==> config.mk <==
export PLATFORM = sky130hd
export DESIGN_NAME = wdc_watchdog
export DESIGN_NICKNAME = d
export VERILOG_FILES = /design/src/rtl/wdc_pkg.sv /design/src/rtl/wdc_countdown.sv /design/src/rtl/wdc_watchdog.sv
export SDC_FILE = /design/constraint.sdc
export NUM_CORES = 1
export LEC_CHECK = 0
export BUFFER_PORTS_ARGS = -buffer_cell sky130_fd_sc_hd__buf_2
export CAP_MARGIN = 20
export CORE_MARGIN = 4
export CORE_UTILIZATION = 45
export CTS_CLUSTER_SIZE = 14
export DETAILED_ROUTE_END_ITERATION = 8
export PLACE_DENSITY = 0.73
export SYNTH_ARGS = -nofsm -noshare
export SYNTH_HDL_FRONTEND = slang
export SYNTH_SLANG_ARGS = --single-unit
export TNS_END_PERCENT = 5
==> constraint.sdc <==
create_clock -name i_ref_clk -period 3.75 [get_ports i_ref_clk]
set_input_delay 0.75 -clock i_ref_clk [delete_from_list [all_inputs] [get_ports i_ref_clk]]
set_output_delay 0.75 -clock i_ref_clk [all_outputs]
set_load 0.02 [all_outputs]
==> src/rtl/wdc_pkg.sv <==
// package: register map, field positions, reset values and timing for the watchdog block
`default_nettype none
package wdc_pkg;
    // ------------------------------------------------------------
    // register offsets (byte addresses on the plain port)
    // ------------------------------------------------------------
    localparam logic [2:0] OFF_CTRL_ONE    = 3'h0;
    localparam logic [2:0] OFF_CNT_HIGH    = 3'h2;
    localparam logic [2:0] OFF_CNT_LOW     = 3'h3;
    localparam logic [2:0] OFF_TOV_HIGH    = 3'h4;
    localparam logic [2:0] OFF_TOV_LOW     = 3'h5;
    // ------------------------------------------------------------
    // control one field positions
    // ------------------------------------------------------------
    localparam int BIT_ENABLE   = 7;
    localparam int BIT_IRQ      = 6;
    localparam int BIT_UPDATE   = 5;
    localparam int BIT_TST_HI   = 4;
    localparam int BIT_TST_LO   = 3;
    localparam int BIT_DEBUG    = 2;
    localparam int BIT_WAIT     = 1;
    localparam int BIT_STOP     = 0;
    // ------------------------------------------------------------
    // reset values and test field encodings
    // ------------------------------------------------------------
    localparam logic [7:0]  RST_CTRL_ONE = 8'h80;
    localparam logic [15:0] RST_TIMEOUT  = 16'h0004;
    localparam logic [1:0]  TST_OFF      = 2'h0;
    localparam logic [1:0]  TST_USER     = 2'h1;
    localparam logic [1:0]  TST_LOW      = 2'h2;
    localparam logic [1:0]  TST_HIGH     = 2'h3;
    // ------------------------------------------------------------
    // key sequences and timing in bus clocks
    // ------------------------------------------------------------
    localparam logic [15:0] KEY_UNLOCK_A  = 16'h20C5;
    localparam logic [15:0] KEY_UNLOCK_B  = 16'h28D9;
    localparam logic [15:0] KEY_REFRESH_A = 16'h02A6;
    localparam logic [15:0] KEY_REFRESH_B = 16'h80B4;
    localparam int          SEQ_GAP_CYC   = 16;
    localparam int          UNLOCK_CYC    = 128;
    localparam int          RST_DELAY_CYC = 128;
endpackage
`default_nettype wire

==> src/rtl/wdc_countdown.sv <==
// down counter that marks the end of a fixed number of cycles
`timescale 1ns/100ps
`default_nettype none
module wdc_countdown #(
    parameter int COUNT = 128
) (
    input  wire logic i_ref_clk,
    input  wire logic i_rst,
    input  wire logic i_start,
    input  wire logic i_abort,
    output logic      o_busy,
    output logic      o_done
);
    localparam int W = $clog2(COUNT + 1);
    logic [W-1:0] cnt_ff;

    if (COUNT < 1)
    begin : g_count_check
        $error("countdown needs COUNT of at least one");
    end

    always_ff @(posedge i_ref_clk or posedge i_rst)
    begin
        if (i_rst)
            cnt_ff <= '0;
        else if (i_abort)
            cnt_ff <= '0;
        else if (i_start)
            cnt_ff <= W'(COUNT);
        else if (cnt_ff != '0)
            cnt_ff <= cnt_ff - W'(1);
    end

    assign o_busy = (cnt_ff != '0);
    assign o_done = (cnt_ff == W'(1));
endmodule
`default_nettype wire

==> src/rtl/wdc_watchdog.sv <==
// watchdog core: control one register, counter, timeout compare, key sequences, reset request
// Contract
// - counter runs only while the enable bit 7 is set
// - enable bit takes only the first write after reset, unless unlocked
// - interrupt bit 6 set: any reset event raises an interrupt first
// - with interrupt set, reset follows 128 clocks after the vector fetch
// - interrupt bit clear: no interrupt, reset at once on the event
// - update bit 5 set: configuration writes accepted for 128 clocks after unlock
// - update bit clear: no configuration change after the first one
// - test field cleared only by power-on reset; write-once (the code also takes a new value while unlocked)
// - test field 10 compares low counter byte with low timeout byte
// - test field 11 compares high counter byte with high timeout byte
// - test field 00 or 01 uses the full 16-bit compare
// - test mode lets software exercise each counter bit quickly
// - in debug mode the counter runs only if the debug bit is set
// - in wait mode the counter runs only if the wait bit is set
// - in stop mode the counter runs only if the stop bit is set
// - unlock is 0x20C5 then 0x28D9 to the counter within 16 clocks
// - refresh is 0x02A6 then 0x80B4 within 16 clocks; clears the counter
// - counter is compared with timeout; a match forces a reset
// - any other counter write is illegal and forces a reset
//
// The implementer's own choice: strobed register access.
`timescale 1ns/100ps
`default_nettype none
module wdc_watchdog (
    input  wire logic       i_ref_clk,
    input  wire logic       i_rst,
    input  wire logic       i_por,
    input  wire logic [2:0] i_addr,
    input  wire logic [7:0] i_wdata,
    input  wire logic       i_wr,
    input  wire logic       i_rd,
    output logic      [7:0] o_rdata,
    input  wire logic       i_debug_mode,
    input  wire logic       i_wait_mode,
    input  wire logic       i_stop_mode,
    input  wire logic       i_vector_fetch,
    output logic            o_irq,
    output logic            o_wdog_reset
);
    // ------------------------------------------------------------
    // synchronise chip mode levels and the vector fetch pin
    // ------------------------------------------------------------
    logic [3:0] sync1_ff;
    logic [3:0] sync2_ff;
    always_ff @(posedge i_ref_clk or posedge i_rst)
    begin
        if (i_rst)
        begin
            sync1_ff <= 4'h0;
            sync2_ff <= 4'h0;
        end
        else
        begin
            sync1_ff <= {i_vector_fetch, i_stop_mode, i_wait_mode, i_debug_mode};
            sync2_ff <= sync1_ff;
        end
    end
    wire logic dbg_s   = sync2_ff[0];
    wire logic wait_s  = sync2_ff[1];
    wire logic stop_s  = sync2_ff[2];
    wire logic fetch_s = sync2_ff[3];

    // ------------------------------------------------------------
    // state
    // ------------------------------------------------------------
    logic [7:0]  ctrl_ff;        // test field bits held in tst_ff
    logic [1:0]  tst_ff;
    logic        tst_done_ff;
    logic        cfg_done_ff;
    logic [15:0] cnt_ff;
    logic [15:0] tov_ff;
    logic [7:0]  tov_hold_ff;    // high byte staged until low byte completes pair
    logic [7:0]  key_hi_ff;
    logic        key_hi_vld_ff;
    logic [15:0] key_first_ff;
    logic        key_first_vld_ff;
    logic [4:0]  key_age_ff;
    logic        irq_ff;
    logic        rst_req_ff;
    logic [7:0]  rdata_ff;

    wire logic unlock_open;
    wire logic unlock_done;
    wire logic irq_delay_busy;
    wire logic irq_delay_done;

    // ------------------------------------------------------------
    // counter key sequences: two byte writes form one 16-bit word
    // ------------------------------------------------------------
    wire logic cnt_wr_hi = i_wr && (i_addr == wdc_pkg::OFF_CNT_HIGH);
    wire logic cnt_wr_lo = i_wr && (i_addr == wdc_pkg::OFF_CNT_LOW);
    wire logic [15:0] key_word = {key_hi_ff, i_wdata};
    wire logic word_done = cnt_wr_lo && key_hi_vld_ff;
    wire logic in_gap = key_first_vld_ff && (key_age_ff < 5'(wdc_pkg::SEQ_GAP_CYC));

    logic nxt_unlock_hit;
    logic nxt_refresh_hit;
    logic nxt_first_ok;
    logic illegal_wr;
    always_comb
    begin
        nxt_unlock_hit  = 1'b0;
        nxt_refresh_hit = 1'b0;
        nxt_first_ok    = 1'b0;
        illegal_wr      = 1'b0;
        if (word_done)
        begin
            if (in_gap && key_first_ff == wdc_pkg::KEY_UNLOCK_A
                && key_word == wdc_pkg::KEY_UNLOCK_B)
                nxt_unlock_hit = 1'b1;
            else if (in_gap && key_first_ff == wdc_pkg::KEY_REFRESH_A
                     && key_word == wdc_pkg::KEY_REFRESH_B)
                nxt_refresh_hit = 1'b1;
            else if (key_word == wdc_pkg::KEY_UNLOCK_A
                     || key_word == wdc_pkg::KEY_REFRESH_A)
                nxt_first_ok = 1'b1;
            else
                illegal_wr = 1'b1;
        end
        else if (cnt_wr_lo)
            illegal_wr = 1'b1;
        // a sequence left unfinished past its gap is also an illegal access
        if (key_first_vld_ff && !in_gap && !word_done)
            illegal_wr = 1'b1;
    end

    always_ff @(posedge i_ref_clk or posedge i_rst)
    begin
        if (i_rst)
        begin
            key_hi_ff        <= 8'h00;
            key_hi_vld_ff    <= 1'b0;
            key_first_ff     <= 16'h0000;
            key_first_vld_ff <= 1'b0;
            key_age_ff       <= 5'h00;
        end
        else
        begin
            if (cnt_wr_hi)
            begin
                key_hi_ff     <= i_wdata;
                key_hi_vld_ff <= 1'b1;
            end
            else if (cnt_wr_lo)
                key_hi_vld_ff <= 1'b0;
            if (nxt_first_ok)
            begin
                key_first_ff     <= key_word;
                key_first_vld_ff <= 1'b1;
                key_age_ff       <= 5'h00;
            end
            else if (word_done || (key_first_vld_ff && !in_gap))
                key_first_vld_ff <= 1'b0;
            else if (key_first_vld_ff)
                key_age_ff <= key_age_ff + 5'h01;
        end
    end

    // ------------------------------------------------------------
    // unlock window of 128 clocks
    // ------------------------------------------------------------
    wdc_countdown #(
        .COUNT (wdc_pkg::UNLOCK_CYC)
    ) u_unlock (
        .i_ref_clk (i_ref_clk),
        .i_rst     (i_rst),
        .i_start   (nxt_unlock_hit && ctrl_ff[wdc_pkg::BIT_UPDATE]),
        .i_abort   (1'b0),
        .o_busy    (unlock_open),
        .o_done    (unlock_done)
    );

    // a write to configuration is taken once, or again while unlocked
    wire logic cfg_ok = !cfg_done_ff || unlock_open;
    wire logic ctrl_wr = i_wr && (i_addr == wdc_pkg::OFF_CTRL_ONE);
    wire logic tov_wr_hi = i_wr && (i_addr == wdc_pkg::OFF_TOV_HIGH);
    wire logic tov_wr_lo = i_wr && (i_addr == wdc_pkg::OFF_TOV_LOW);

    // ------------------------------------------------------------
    // control one and timeout registers
    // ------------------------------------------------------------
    always_ff @(posedge i_ref_clk or posedge i_rst)
    begin
        if (i_rst)
        begin
            ctrl_ff     <= wdc_pkg::RST_CTRL_ONE;
            cfg_done_ff <= 1'b0;
            tov_ff      <= wdc_pkg::RST_TIMEOUT;
            tov_hold_ff <= 8'h00;
        end
        else
        begin
            if (ctrl_wr && cfg_ok)
            begin
                ctrl_ff     <= i_wdata;
                cfg_done_ff <= 1'b1;
            end
            if (tov_wr_hi && cfg_ok)
                tov_hold_ff <= i_wdata;
            if (tov_wr_lo && cfg_ok)
            begin
                tov_ff      <= {tov_hold_ff, i_wdata};
                cfg_done_ff <= 1'b1;
            end
            if (unlock_done)
                cfg_done_ff <= 1'b1;
        end
    end

    // test field survives every reset but power-on
    always_ff @(posedge i_ref_clk or posedge i_por)
    begin
        if (i_por)
        begin
            tst_ff      <= wdc_pkg::TST_OFF;
            tst_done_ff <= 1'b0;
        end
        else if (ctrl_wr && (!tst_done_ff || unlock_open))
        begin
            tst_ff      <= i_wdata[wdc_pkg::BIT_TST_HI:wdc_pkg::BIT_TST_LO];
            tst_done_ff <= 1'b1;
        end
    end

    // ------------------------------------------------------------
    // counter, compare and reset request
    // ------------------------------------------------------------
    wire logic run = ctrl_ff[wdc_pkg::BIT_ENABLE]
        && (!dbg_s  || ctrl_ff[wdc_pkg::BIT_DEBUG])
        && (!wait_s || ctrl_ff[wdc_pkg::BIT_WAIT])
        && (!stop_s || ctrl_ff[wdc_pkg::BIT_STOP]);

    logic hit;
    always_comb
    begin
        case (tst_ff)
            wdc_pkg::TST_LOW:  hit = (cnt_ff[7:0] == tov_ff[7:0]);
            wdc_pkg::TST_HIGH: hit = (cnt_ff[15:8] == tov_ff[15:8]);
            default:           hit = (cnt_ff == tov_ff);
        endcase
    end
    wire logic timeout = run && hit;
    wire logic trigger = (timeout || illegal_wr) && !irq_ff && !rst_req_ff;

    always_ff @(posedge i_ref_clk or posedge i_rst)
    begin
        if (i_rst)
            cnt_ff <= 16'h0000;
        else if (nxt_refresh_hit)
            cnt_ff <= 16'h0000;
        else if (run && !hit)
            cnt_ff <= cnt_ff + 16'h0001;
    end

    wdc_countdown #(
        .COUNT (wdc_pkg::RST_DELAY_CYC)
    ) u_delay (
        .i_ref_clk (i_ref_clk),
        .i_rst     (i_rst),
        .i_start   (irq_ff && fetch_s && !irq_delay_busy),
        .i_abort   (1'b0),
        .o_busy    (irq_delay_busy),
        .o_done    (irq_delay_done)
    );

    always_ff @(posedge i_ref_clk or posedge i_rst)
    begin
        if (i_rst)
        begin
            irq_ff     <= 1'b0;
            rst_req_ff <= 1'b0;
        end
        else
        begin
            if (trigger && ctrl_ff[wdc_pkg::BIT_IRQ])
                irq_ff <= 1'b1;
            if (trigger && !ctrl_ff[wdc_pkg::BIT_IRQ])
                rst_req_ff <= 1'b1;
            if (irq_delay_done)
                rst_req_ff <= 1'b1;
        end
    end
    assign o_irq        = irq_ff;
    assign o_wdog_reset = rst_req_ff;

    // ------------------------------------------------------------
    // read port, data one cycle after the strobe
    // ------------------------------------------------------------
    always_ff @(posedge i_ref_clk or posedge i_rst)
    begin
        if (i_rst)
            rdata_ff <= 8'h00;
        else if (i_rd)
        begin
            case (i_addr)
                wdc_pkg::OFF_CTRL_ONE: rdata_ff <= {ctrl_ff[7:5], tst_ff, ctrl_ff[2:0]};
                wdc_pkg::OFF_CNT_HIGH: rdata_ff <= cnt_ff[15:8];
                wdc_pkg::OFF_CNT_LOW:  rdata_ff <= cnt_ff[7:0];
                wdc_pkg::OFF_TOV_HIGH: rdata_ff <= tov_ff[15:8];
                wdc_pkg::OFF_TOV_LOW:  rdata_ff <= tov_ff[7:0];
                default:               rdata_ff <= 8'h00;
            endcase
        end
        else
            rdata_ff <= 8'h00;
    end
    assign o_rdata = rdata_ff;

    // ------------------------------------------------------------
    // assertions
    // ------------------------------------------------------------
    property p_stopped_when_off;
        @(posedge i_ref_clk) disable iff (i_rst)
        !ctrl_ff[wdc_pkg::BIT_ENABLE] && !nxt_refresh_hit |=> $stable(cnt_ff);
    endproperty
    a_stopped_when_off: assert property (p_stopped_when_off)
        else $error("counter moved while disabled");

    property p_locked_ctrl;
        @(posedge i_ref_clk) disable iff (i_rst)
        ctrl_wr && cfg_done_ff && !unlock_open |=> $stable(ctrl_ff);
    endproperty
    a_locked_ctrl: assert property (p_locked_ctrl)
        else $error("locked control register changed");

    property p_irq_first;
        @(posedge i_ref_clk) disable iff (i_rst)
        trigger && ctrl_ff[wdc_pkg::BIT_IRQ] |=> o_irq && !o_wdog_reset;
    endproperty
    a_irq_first: assert property (p_irq_first)
        else $error("interrupt not raised before reset");

    property p_delay_128;
        @(posedge i_ref_clk) disable iff (i_rst)
        irq_ff && fetch_s && !irq_delay_busy && !rst_req_ff
            |=> !o_wdog_reset [*8] ##121 o_wdog_reset;
    endproperty
    a_delay_128: assert property (p_delay_128)
        else $error("delayed reset not at 128 clocks");

    property p_direct_reset;
        @(posedge i_ref_clk) disable iff (i_rst)
        trigger && !ctrl_ff[wdc_pkg::BIT_IRQ] |=> o_wdog_reset && !o_irq;
    endproperty
    a_direct_reset: assert property (p_direct_reset)
        else $error("reset not immediate without interrupt");

    property p_refresh_clears;
        @(posedge i_ref_clk) disable iff (i_rst)
        nxt_refresh_hit |=> cnt_ff == 16'h0000;
    endproperty
    a_refresh_clears: assert property (p_refresh_clears)
        else $error("refresh did not clear counter");

    property p_illegal_resets;
        @(posedge i_ref_clk) disable iff (i_rst)
        illegal_wr && !irq_ff && !rst_req_ff |=> o_irq || o_wdog_reset;
    endproperty
    a_illegal_resets: assert property (p_illegal_resets)
        else $error("illegal counter write ignored");

    property p_low_byte_test;
        @(posedge i_ref_clk) disable iff (i_rst)
        run && tst_ff == wdc_pkg::TST_LOW && cnt_ff[7:0] == tov_ff[7:0]
            && !irq_ff && !rst_req_ff |=> o_irq || o_wdog_reset;
    endproperty
    a_low_byte_test: assert property (p_low_byte_test)
        else $error("low byte test timeout missed");

    c_unlock: cover property (@(posedge i_ref_clk) disable iff (i_rst) nxt_unlock_hit);
    c_refresh: cover property (@(posedge i_ref_clk) disable iff (i_rst) nxt_refresh_hit);
    c_delayed: cover property (@(posedge i_ref_clk) disable iff (i_rst) irq_delay_done);
endmodule
`default_nettype wire

==> results of run 1 <==
-- registers in the layout, summed over array words and instances (netlist names) --
name,cells
sync1_ff,4
tov_hold_ff,8
sync2_ff,4
tov_ff,16
key_first_ff,16
key_hi_ff,8
cnt_ff,16
key_age_ff,5
o_wdog_reset,1
o_rdata,8
tst_done_ff,1
key_first_vld_ff,1
cfg_done_ff,1
u_delay.cnt_ff,8
tst_ff,2
o_irq,1
key_hi_vld_ff,1
ctrl_ff,6
u_unlock.cnt_ff,8
-- cell usage in the layout (no fill, tap or decap), types with 3 or more instances in the layout --
master	netlist	final
sky130_fd_sc_hd__dfrtp_1	113	113
sky130_fd_sc_hd__nor2_1	42	42
sky130_fd_sc_hd__mux2_2	30	30
sky130_fd_sc_hd__nand2_1	29	29
sky130_fd_sc_hd__buf_2	3	29
sky130_fd_sc_hd__a21oi_1	25	25
sky130_fd_sc_hd__xor2_1	23	23
sky130_fd_sc_hd__clkbuf_16	0	17
sky130_fd_sc_hd__a221oi_1	16	16
sky130_fd_sc_hd__o21ai_0	13	13
sky130_fd_sc_hd__inv_1	13	12
sky130_fd_sc_hd__or3_1	12	12
sky130_fd_sc_hd__nand3_1	11	11
sky130_fd_sc_hd__mux2_1	10	10
sky130_fd_sc_hd__and2_1	10	10
sky130_fd_sc_hd__nor4_1	8	8
sky130_fd_sc_hd__nand4_1	8	8
sky130_fd_sc_hd__ha_1	6	6
sky130_fd_sc_hd__and3_1	5	5
sky130_fd_sc_hd__nor2b_1	5	5
sky130_fd_sc_hd__or4_1	5	5
sky130_fd_sc_hd__nand2b_1	5	5
sky130_fd_sc_hd__xnor2_1	5	5
sky130_fd_sc_hd__a31oi_1	4	4
sky130_fd_sc_hd__nor3_1	4	4
sky130_fd_sc_hd__o211ai_1	4	4
sky130_fd_sc_hd__o31ai_1	4	4
sky130_fd_sc_hd__clkinvlp_4	0	4
sky130_fd_sc_hd__buf_4	2	4
sky130_fd_sc_hd__mux2i_1	3	3
sky130_fd_sc_hd__nand4b_1	3	3
sky130_fd_sc_hd__nor4b_1	3	3
sky130_fd_sc_hd__nor4_2	3	3
sky130_fd_sc_hd__clkbuf_8	0	3
sky130_fd_sc_hd__clkbuf_1	8	3
-- routing by layer --
| metal | vias up | part of all wire (%) | GRT usage (%) |
|---|---|---|---|
| met4 | 2 | 1.6 | 5.788 |
| met2 | 107 | 47 | 27.82 |
| met3 | 22 | 4.6 | 4.757 |
| li1 | 1803 | - | - |
| met1 | 1943 | 47 | 25.76 |
| met5 | - | 0.11 | 0 |
-- cells in the mapped netlist (all sizes together) (2+ instances only) --
| cell type | count | area, um2 |
|---|---|---|
| and2 | 10 | 62.56 |
| mux2 | 40 | 450.4 |
| a21oi | 26 | 133.9 |
| nor2b | 5 | 31.28 |
| o21ai | 15 | 75.07 |
| nor3 | 6 | 40.04 |
| nand2 | 29 | 108.9 |
| nand2b | 5 | 31.28 |
| a221oi | 16 | 140.1 |
| o211ai | 4 | 30.03 |
| nor2 | 44 | 170.2 |
| buf | 10 | 78.81 |
| or4 | 5 | 37.54 |
| ha | 6 | 75.07 |
| inv | 13 | 48.80 |
| o21bai | 2 | 15.01 |
| dfrtp | 113 | 2828 |
| nor4bb | 2 | 20.02 |
| xor2 | 23 | 201.4 |
| nor4 | 13 | 130.1 |
| and4b | 2 | 20.02 |
| and3 | 7 | 50.05 |
| or2b | 2 | 15.01 |
| nor4b | 3 | 26.28 |
| or3 | 12 | 75.07 |
| nand3 | 13 | 82.58 |
| nand4 | 10 | 75.07 |
| o31ai | 4 | 30.03 |
| mux2i | 3 | 30.03 |
| nand4b | 4 | 41.29 |
| xnor2 | 5 | 43.79 |
| a31oi | 4 | 25.02 |
| clkbuf | 8 | 30.03 |
| dfstp | 2 | 52.55 |
-- final timing paths --
path	endpoint	start
max in group asynchronous	key_hi_ff[0]	i_rst
min reg2reg	sync2_ff[2]	sync1_ff[2]
min in group i_ref_clk	sync2_ff[2]	sync1_ff[2]
min	tst_ff[1]	i_por
max	cnt_ff[9]	cnt_ff[0]
max reg2reg	cnt_ff[9]	cnt_ff[0]
-- through the flow --
stage	std cells	instance area, um2
floorplan	477	5394
global placement	636	5662
detailed placement	636	5662
CTS	667	6218
global route	667	6218
finish	667	6218
-- report_power, final --
part           leakage [nW]  internal (mW)  switching [mW]
Sequential             1.38           1.49           0.344
Combinational          1.05          0.326           0.360
Clock                 0.261          0.957           0.555
-- logic make-up (layout without fill, tap and decap cells) --
kind of cell	after synthesis	in the layout	synth area share [%]
muxes	43	43	8.907
adders and majority gates	6	6	1.392
AOI/OAI and AO/OA	77	77	9.209
DFF	115	115	53.40
buffers and inverters	31	78	2.923
xor gates and xnor gates	28	28	4.546
and+or+nand+nor	177	177	19.62
-- cell type report --
cell class,count,share of cell area (%)
Clock buffer,23,7.686
Clock inverter,8,1.268
Tap cell,143,2.877
Inverter,13,0.8250
Sequential cell,115,46.32
Multi-Input combinational cell,331,37.89
Timing Repair Buffer,34,3.139
-- worst max-delay path: stages, from the launching register on --
cell                       delay (ns)
sky130_fd_sc_hd__dfrtp_1         0.54
sky130_fd_sc_hd__xor2_1          0.21
sky130_fd_sc_hd__nor4_2          0.09
sky130_fd_sc_hd__nand4b_2        0.13
sky130_fd_sc_hd__nand4b_1        0.59
sky130_fd_sc_hd__or4_1           0.73
sky130_fd_sc_hd__a21oi_1         0.16
==> impl_metrics.sql, run 1 <==
INSERT INTO impl_metrics (metric_group, metric, value, unit) VALUES
('grt', 'grt_start_max_net_pins', '68', ''),
('timing', 'worst_slew_pin_slew', '0.8212', 'ns'),
('synth', 'seq_area_frac_synth', '53.40', '%'),
('timing', 'maximum_operating_frequency', '0.3923', 'GHz'),
('clocking', 'cts_hold_buffers', '0', ''),
('grt', 'gr-usage-all-layers', '18.28', '%'),
('synth', 'yosys_register_bits', '115', ''),
('route', 'detail-route-antenna-nets', '0', ''),
('setup_path', 'timing.critical_path.arrival', '2.88', 'ns'),
('synth', 'synth_cell_type_count', '61', ''),
('setup_path', 'critical_path_start_type', 'register', ''),
('run_status', 'outcome', 'complete, no violations', ''),
('synth', 'dominantRegCellSynth', 'sky130_fd_sc_hd__dfrtp_1', ''),
('route', 'avgViaCountPerCell', '5.813', ''),
('synth', 'syn-instance-count', '477', ''),
('route', 'drt_wl_total', '11980', 'um'),
('layout', 'layout.area.seq', '2880', 'um2'),
('pwr', 'leakagePower', '2.700', 'nW'),
('setup_path', 'worst_r2r_path_depth', '6', ''),
('pwr', 'ir_drop', '0.3046', 'mV'),
('layout', 'final_core_util', '53.77', '%'),
('clocking', 'cts_tree', 'done', ''),
('grt', 'grt_antenna_before_repair', '1', ''),
('clocking', 'ctsLongestPathBuffers', '2', ''),
('timing', 'final-max-slew-violation-count', '0', ''),
('layout', 'multi_input_area', '2356', 'um2'),
('timing', 'finalHoldViolCount', '0', ''),
('setup_path', 'timing_worst_setup_path_type', 'register to register', ''),
('timing', 'rsz_0062_raised_after_global_routing', 'false', ''),
('placement', 'pre_cts_slack', '1.189', 'ns'),
('timing', 'setup_tns', '0', 'ns'),
('synth', 'yosys_warnings', '0', ''),
('clocking', 'cts.reportedPaths.clkPinSlew', '0.05', 'ns'),
('grt', 'first_global_vias', '3874', ''),
('clocking', 'clockRootBuffer', 'sky130_fd_sc_hd__clkbuf_16', ''),
('setup_path', 'crit_required', '4.08', 'ns'),
('die', 'top_level_ports', '30', ''),
('route', 'starting_drt_drc_count', '208', ''),
('clocking', 'clk_latency', '0.41', 'ns'),
('timing', 'min_period', '2.549', 'ns'),
('setup_path', 'ff2ff_setup_slack', '1.20', 'ns'),
('synth', 'postSynth.asyncResetShare', '100.0', '%'),
('grt', 'globalRouteOverflowTotal', '0', ''),
('setup_path', 'cp-end-kind', 'register', ''),
('pwr', 'p_per_area', '648.9', 'nW/um2'),
('timing', 'worst_slack', '1.201', 'ns'),
('die', 'die_width', '117.5', 'um'),
('route', 'post-route-drc-count', '0', ''),
('layout', 'n_fill_cell', '954', ''),
('synth', 'number_of_flops_mapped_to_enable_cells_by_yosys', '0', ''),
('timing', 'fin_skew', '0.009642', 'ns'),
('timing', 'final.period_utilization', '67.98', '%'),
('timing', 'number_of_setup_violations_in_the_final_report', '0', ''),
('route', 'post_drt_wl_per_cell', '17.96', 'um'),
('grt', 'grt_first_pass_wirelength', '20210', 'um'),
('layout', 'nets_finish', '538', ''),
('route', 'dr.pass1.iters', '5', ''),
('placement', 'place_congestion', '0.8908', ''),
('pwr', 'report.power.total', '4.035', 'mW'),
('timing', 'hold_ws', '0.2191', 'ns'),
('setup_path', 'cp_max_fo', '20', ''),
('clocking', 'cts.repair.resized', '0', ''),
('clocking', 'cts.htree.levels', '4', ''),
('placement', 'dp_hpwl', '8378', 'um'),
('clocking', 'tritoncts.num_buffers', '17', ''),
('die', 'coreArea', '11560', 'um2'),
('layout', 'proportion_of_layout_cells_with_a_drive_suffix_above_1', '21.76', '%'),
('timing', 'max-slew-margin-rel', '44.79', '%'),
('synth', 'synth_nets', '503', ''),
('layout', 'num_antenna_cells', '0', ''),
('flow_run', 'drv_cap', '0', ''),
('placement', 'placement.io_buffers', '29', ''),
('die', 'design.die.area', '13800', 'um2'),
('route', 'vias', '3877', ''),
('synth', 'postSynthAreaPerCell', '11.31', 'um2'),
('layout', 'syn2layout_area_growth', '15.29', '%'),
('clocking', 'clock_sink_count', '115', ''),
('clocking', 'postCtsSetupBuffers', '0', ''),
('worst_hold_path', 'worst_hold_path_type', 'input pin to asynchronous set/reset pin', ''),
('die', 'die_y', '117.5', 'um'),
('die', 'initial_utilization', '46.64', '%'),
('synth', 'mappedNetlistArea', '5394', 'um2'),
('die', 'rows', '39', '');
Power figures use the tool's default switching activity.
==> inputs of run 2 (changes only) <==
--- a/config.mk
+++ b/config.mk
@@ -5,6 +5,7 @@
 export SDC_FILE = /design/constraint.sdc
 export NUM_CORES = 1
 export LEC_CHECK = 0
+export ABC_AREA = 1
 export BUFFER_PORTS_ARGS = -buffer_cell sky130_fd_sc_hd__buf_2
 export CAP_MARGIN = 20
 export CORE_MARGIN = 4
==> constraint.sdc (replaced) <==
create_clock -name i_ref_clk -period 2.3 [get_ports i_ref_clk]
set_input_delay 0.46 -clock i_ref_clk [delete_from_list [all_inputs] [get_ports i_ref_clk]]
set_output_delay 0.46 -clock i_ref_clk [all_outputs]
set_load 0.02 [all_outputs]
==> impl_metrics.sql, run 2 <==
INSERT INTO impl_metrics (metric_group, metric, value, unit) VALUES
('pwr', 'p_per_area', '887.6', 'nW/um2'),
('worst_hold_path', 'worst_hold_path_type', 'input pin to asynchronous set/reset pin', ''),
('synth', 'netlist.top_cell.by_area', 'sky130_fd_sc_hd__dfrtp_1', ''),
('timing', 'hold_ws', '0.1207', 'ns'),
('grt', 'grt_start_max_net_pins', '38', ''),
('clocking', 'ctsLongestPathBuffers', '2', ''),
('setup_path', 'worstPathCellList', 'nand2_1 > a221oi_1 > nand2_4 > inv_4 > nand3_1 > nand2_1', ''),
('pwr', 'leakagePower', '3.229', 'nW'),
('route', 'starting_drt_drc_count', '319', ''),
('grt', 'globalRouteOverflowTotal', '0', ''),
('placement', 'postPlaceCellArea', '6177', 'um2'),
('synth', 'most_frequent_cell_after_synthesis', 'sky130_fd_sc_hd__nand2_1', ''),
('timing', 'final.period_utilization', '82.30', '%'),
('layout', 'final_core_util', '53.55', '%'),
('route', 'vias', '4820', ''),
('setup_path', 'worst_path_most_repeated_cell', 'sky130_fd_sc_hd__nand2_1', ''),
('timing', 'min_period', '1.893', 'ns'),
('placement', 'placement.io_buffers', '29', ''),
('synth', 'synthTopCellsByArea', 'sky130_fd_sc_hd__dfrtp_1 49%, sky130_fd_sc_hd__nand2_1 10%, sky130_fd_sc_hd__inv_1 6.2%, sky130_fd_sc_hd__nor2_1 6.1%, sky130_fd_sc_hd__nand3_1 4.5%', ''),
('route', 'post_drt_wl_per_cell', '14.11', 'um'),
('synth', 'synth_cell_type_count', '40', ''),
('setup_path', 'critical-path-top-delay-family', 'flip-flops', ''),
('clocking', 'clock_sink_count', '115', ''),
('timing', 'setup_tns', '0', 'ns'),
('die', 'initial_utilization', '45.99', '%'),
('placement', 'dp_hpwl', '9754', 'um'),
('grt', 'grt_antenna_before_repair', '0', ''),
('die', 'die_y', '121.8', 'um'),
('route', 'dr.pass1.iters', '7', ''),
('synth', 'yosys_warnings', '0', ''),
('setup_path', 'cp-end-kind', 'register', ''),
('setup_path', 'crit_required', '2.66', 'ns'),
('clocking', 'tritoncts.num_buffers', '17', ''),
('grt', 'first_global_vias', '4819', ''),
('synth', 'postSynth.asyncResetShare', '100.0', '%'),
('placement', 'place_congestion', '0.9610', ''),
('die', 'design.die.area', '14830', 'um2'),
('layout', 'mostFrequentLayoutCell', 'sky130_fd_sc_hd__nand2_1', ''),
('synth', 'synthAdderAreaFrac', '1.288', '%'),
('layout', 'proportion_of_layout_cells_with_a_drive_suffix_above_1', '12.10', '%'),
('setup_path', 'critPathSlowestCell', 'sky130_fd_sc_hd__dfstp_2', ''),
('route', 'drt_wl_total', '13390', 'um'),
('synth', 'synth.mux.area_fraction', '0', '%'),
('die', 'die_width', '121.8', 'um'),
('synth', 'simple_gate_area_share_of_the_yosys_netlist', '28.07', '%'),
('run_status', 'outcome', 'complete, no violations', ''),
('timing', 'number_of_setup_violations_in_the_final_report', '0', ''),
('layout', 'most-common-layout-cells', '158 x sky130_fd_sc_hd__nand2_1, 113 x sky130_fd_sc_hd__dfrtp_1, 96 x sky130_fd_sc_hd__inv_1, 95 x sky130_fd_sc_hd__nor2_1, 52 x sky130_fd_sc_hd__nand3_1', ''),
('setup_path', 'timing.rr.start', 'ctrl_ff[7]', ''),
('route', 'detail-route-antenna-nets', '0', ''),
('synth', 'synth_nets', '747', ''),
('setup_path', 'timing.critical_path.arrival', '2.25', 'ns'),
('clocking', 'cts_tree', 'done', ''),
('die', 'rows', '41', ''),
('synth', 'synthXorXnorAreaFrac', '3.908', '%'),
('clocking', 'postCtsSetupBuffers', '0', ''),
('timing', 'rsz_0062_raised_after_global_routing', 'false', ''),
('setup_path', 'crit_start', 'ctrl_ff[7]', ''),
('route', 'post-route-drc-count', '0', ''),
('route', 'avgViaCountPerCell', '5.079', ''),
('pwr', 'ir_drop', '0.4927', 'mV'),
('layout', 'nets_finish', '791', ''),
('layout', 'syn2layout_area_growth', '16.45', '%'),
('synth', 'seq_area_frac_synth', '49.43', '%'),
('synth', 'mappedNetlistArea', '5827', 'um2'),
('setup_path', 'slowest_delay', '0.57', 'ns'),
('die', 'coreArea', '12670', 'um2'),
('synth', 'synthTopCellsByCount', '158 x sky130_fd_sc_hd__nand2_1, 113 x sky130_fd_sc_hd__dfrtp_1, 97 x sky130_fd_sc_hd__inv_1', ''),
('setup_path', 'critical_path_start_type', 'register', ''),
('synth', 'yosys_register_bits', '115', ''),
('clocking', 'cts.repair.resized', '0', ''),
('layout', 'biggestRegsByFlops', 'cnt_ff x16, key_first_ff x16, tov_ff x16', ''),
('timing', 'finalHoldViolCount', '0', ''),
('layout', 'final_area', '6785', 'um2'),
('timing', 'fin_skew', '0.009801', 'ns'),
('clocking', 'clk_latency', '0.42', 'ns'),
('timing', 'maximum_operating_frequency', '0.5283', 'GHz'),
('synth', 'combinational_family_with_the_most_area_after_synthesis', 'simple AND/OR/NAND/NOR gates', ''),
('layout', 'num_antenna_cells', '0', ''),
('synth', 'syn-instance-count', '721', ''),
('flow_run', 'drv_cap', '0', ''),
('clocking', 'cts.reportedPaths.clkPinSlew', '0.05', 'ns'),
('grt', 'grt_first_pass_wirelength', '23150', 'um'),
('synth', 'synth_largest_type_area_fraction', '48.53', '%'),
('timing', 'max-slew-margin-rel', '56.15', '%'),
('synth', 'postSynthAreaPerCell', '8.082', 'um2'),
('setup_path', 'cp_max_fo', '17', ''),
('timing', 'final-max-slew-violation-count', '0', ''),
('synth', 'number_of_flops_mapped_to_enable_cells_by_yosys', '0', ''),
('clocking', 'cts.htree.levels', '4', ''),
('timing', 'worst_slew_pin_slew', '0.6578', 'ns'),
('setup_path', 'timing_worst_setup_path_type', 'register to register', ''),
('setup_path', 'critical_path.n_buffers_inverters', '1', ''),
('die', 'top_level_ports', '30', ''),
('clocking', 'clockRootBuffer', 'sky130_fd_sc_hd__clkbuf_16', ''),
('grt', 'gr-usage-all-layers', '20.06', '%'),
('synth', 'synth_compound_gate_area_share', '8.761', '%'),
('synth', 'dominantRegCellSynth', 'sky130_fd_sc_hd__dfrtp_1', '');
-- run 2: cell type report --
| cell class | instances | area (um2) |
|---|---|---|
| fill | 1230 | 5886 |
| sequential | 115 | 2880 |
| multi-input combinational | 488 | 2449 |
| clock buffer | 23 | 498.0 |
| inverter | 101 | 385.4 |
| timing repair buffer | 42 | 257.7 |
| tap | 172 | 215.2 |
| clock inverter | 8 | 100.1 |
-- run 2: cells by family after synthesis --
group / Yosys count
and+or+nand+nor: 366
xor gates and xnor gates: 26
buffers and inverters: 118
AOI/OAI and AO/OA: 90
DFF: 115
adders and majority gates: 6
-- run 2: worst paths after layout --
| kind | depth (start not counted) | slack, ns | to |
|---|---|---|---|
| hold reg to reg | 0 | 0.35 | sync2_ff[3] |
| hold / removal | 2 | 0.12 | key_age_ff[1] |
| min in group i_ref_clk | 1 | 0.14 | sync1_ff[0] |
| max in group asynchronous | 3 | 1.50 | tov_ff[2] |
| setup reg to reg | 6 | 0.41 | cnt_ff[13] |
| setup / recovery | 6 | 0.41 | cnt_ff[13] |
-- run 2: timing repair --
item | in CTS | in global routing
hold endpoints to repair | 3 | 0
setup endpoints to repair | 0 | 0
hold buffers | 1 | 0
-- run 2: per-layer routing --
layer / vias to the layer above / track usage (%) / wire [um]
li1: 2418 / - / -
met1: 2238 / 27.62 / 6293
met2: 144 / 30.25 / 6048
met3: 20 / 4.968 / 822
met4: 0 / 8.613 / 228
met5: - / 0 / 0
-- run 2: power breakdown --
group	total, mW	internal (mW)	switching, mW
Combinational	0.880	0.326	0.554
Clock	2.62	1.72	0.901
Sequential	2.52	2.30	0.219
-- run 2: stage by stage --
| stage | setup WS (ns) | cells | total power, mW |
|---|---|---|---|
| finish | 0.4071 | 949 | 6.023 |
| global route | 0.2227 | 949 | 6.337 |
| CTS | 0.4487 | 949 | 6.064 |
| detailed placement | 0.3480 | 917 | 3.427 |
| global placement | 0.3873 | 917 | 3.405 |
| floorplan | 0.4842 | 721 | 3.169 |
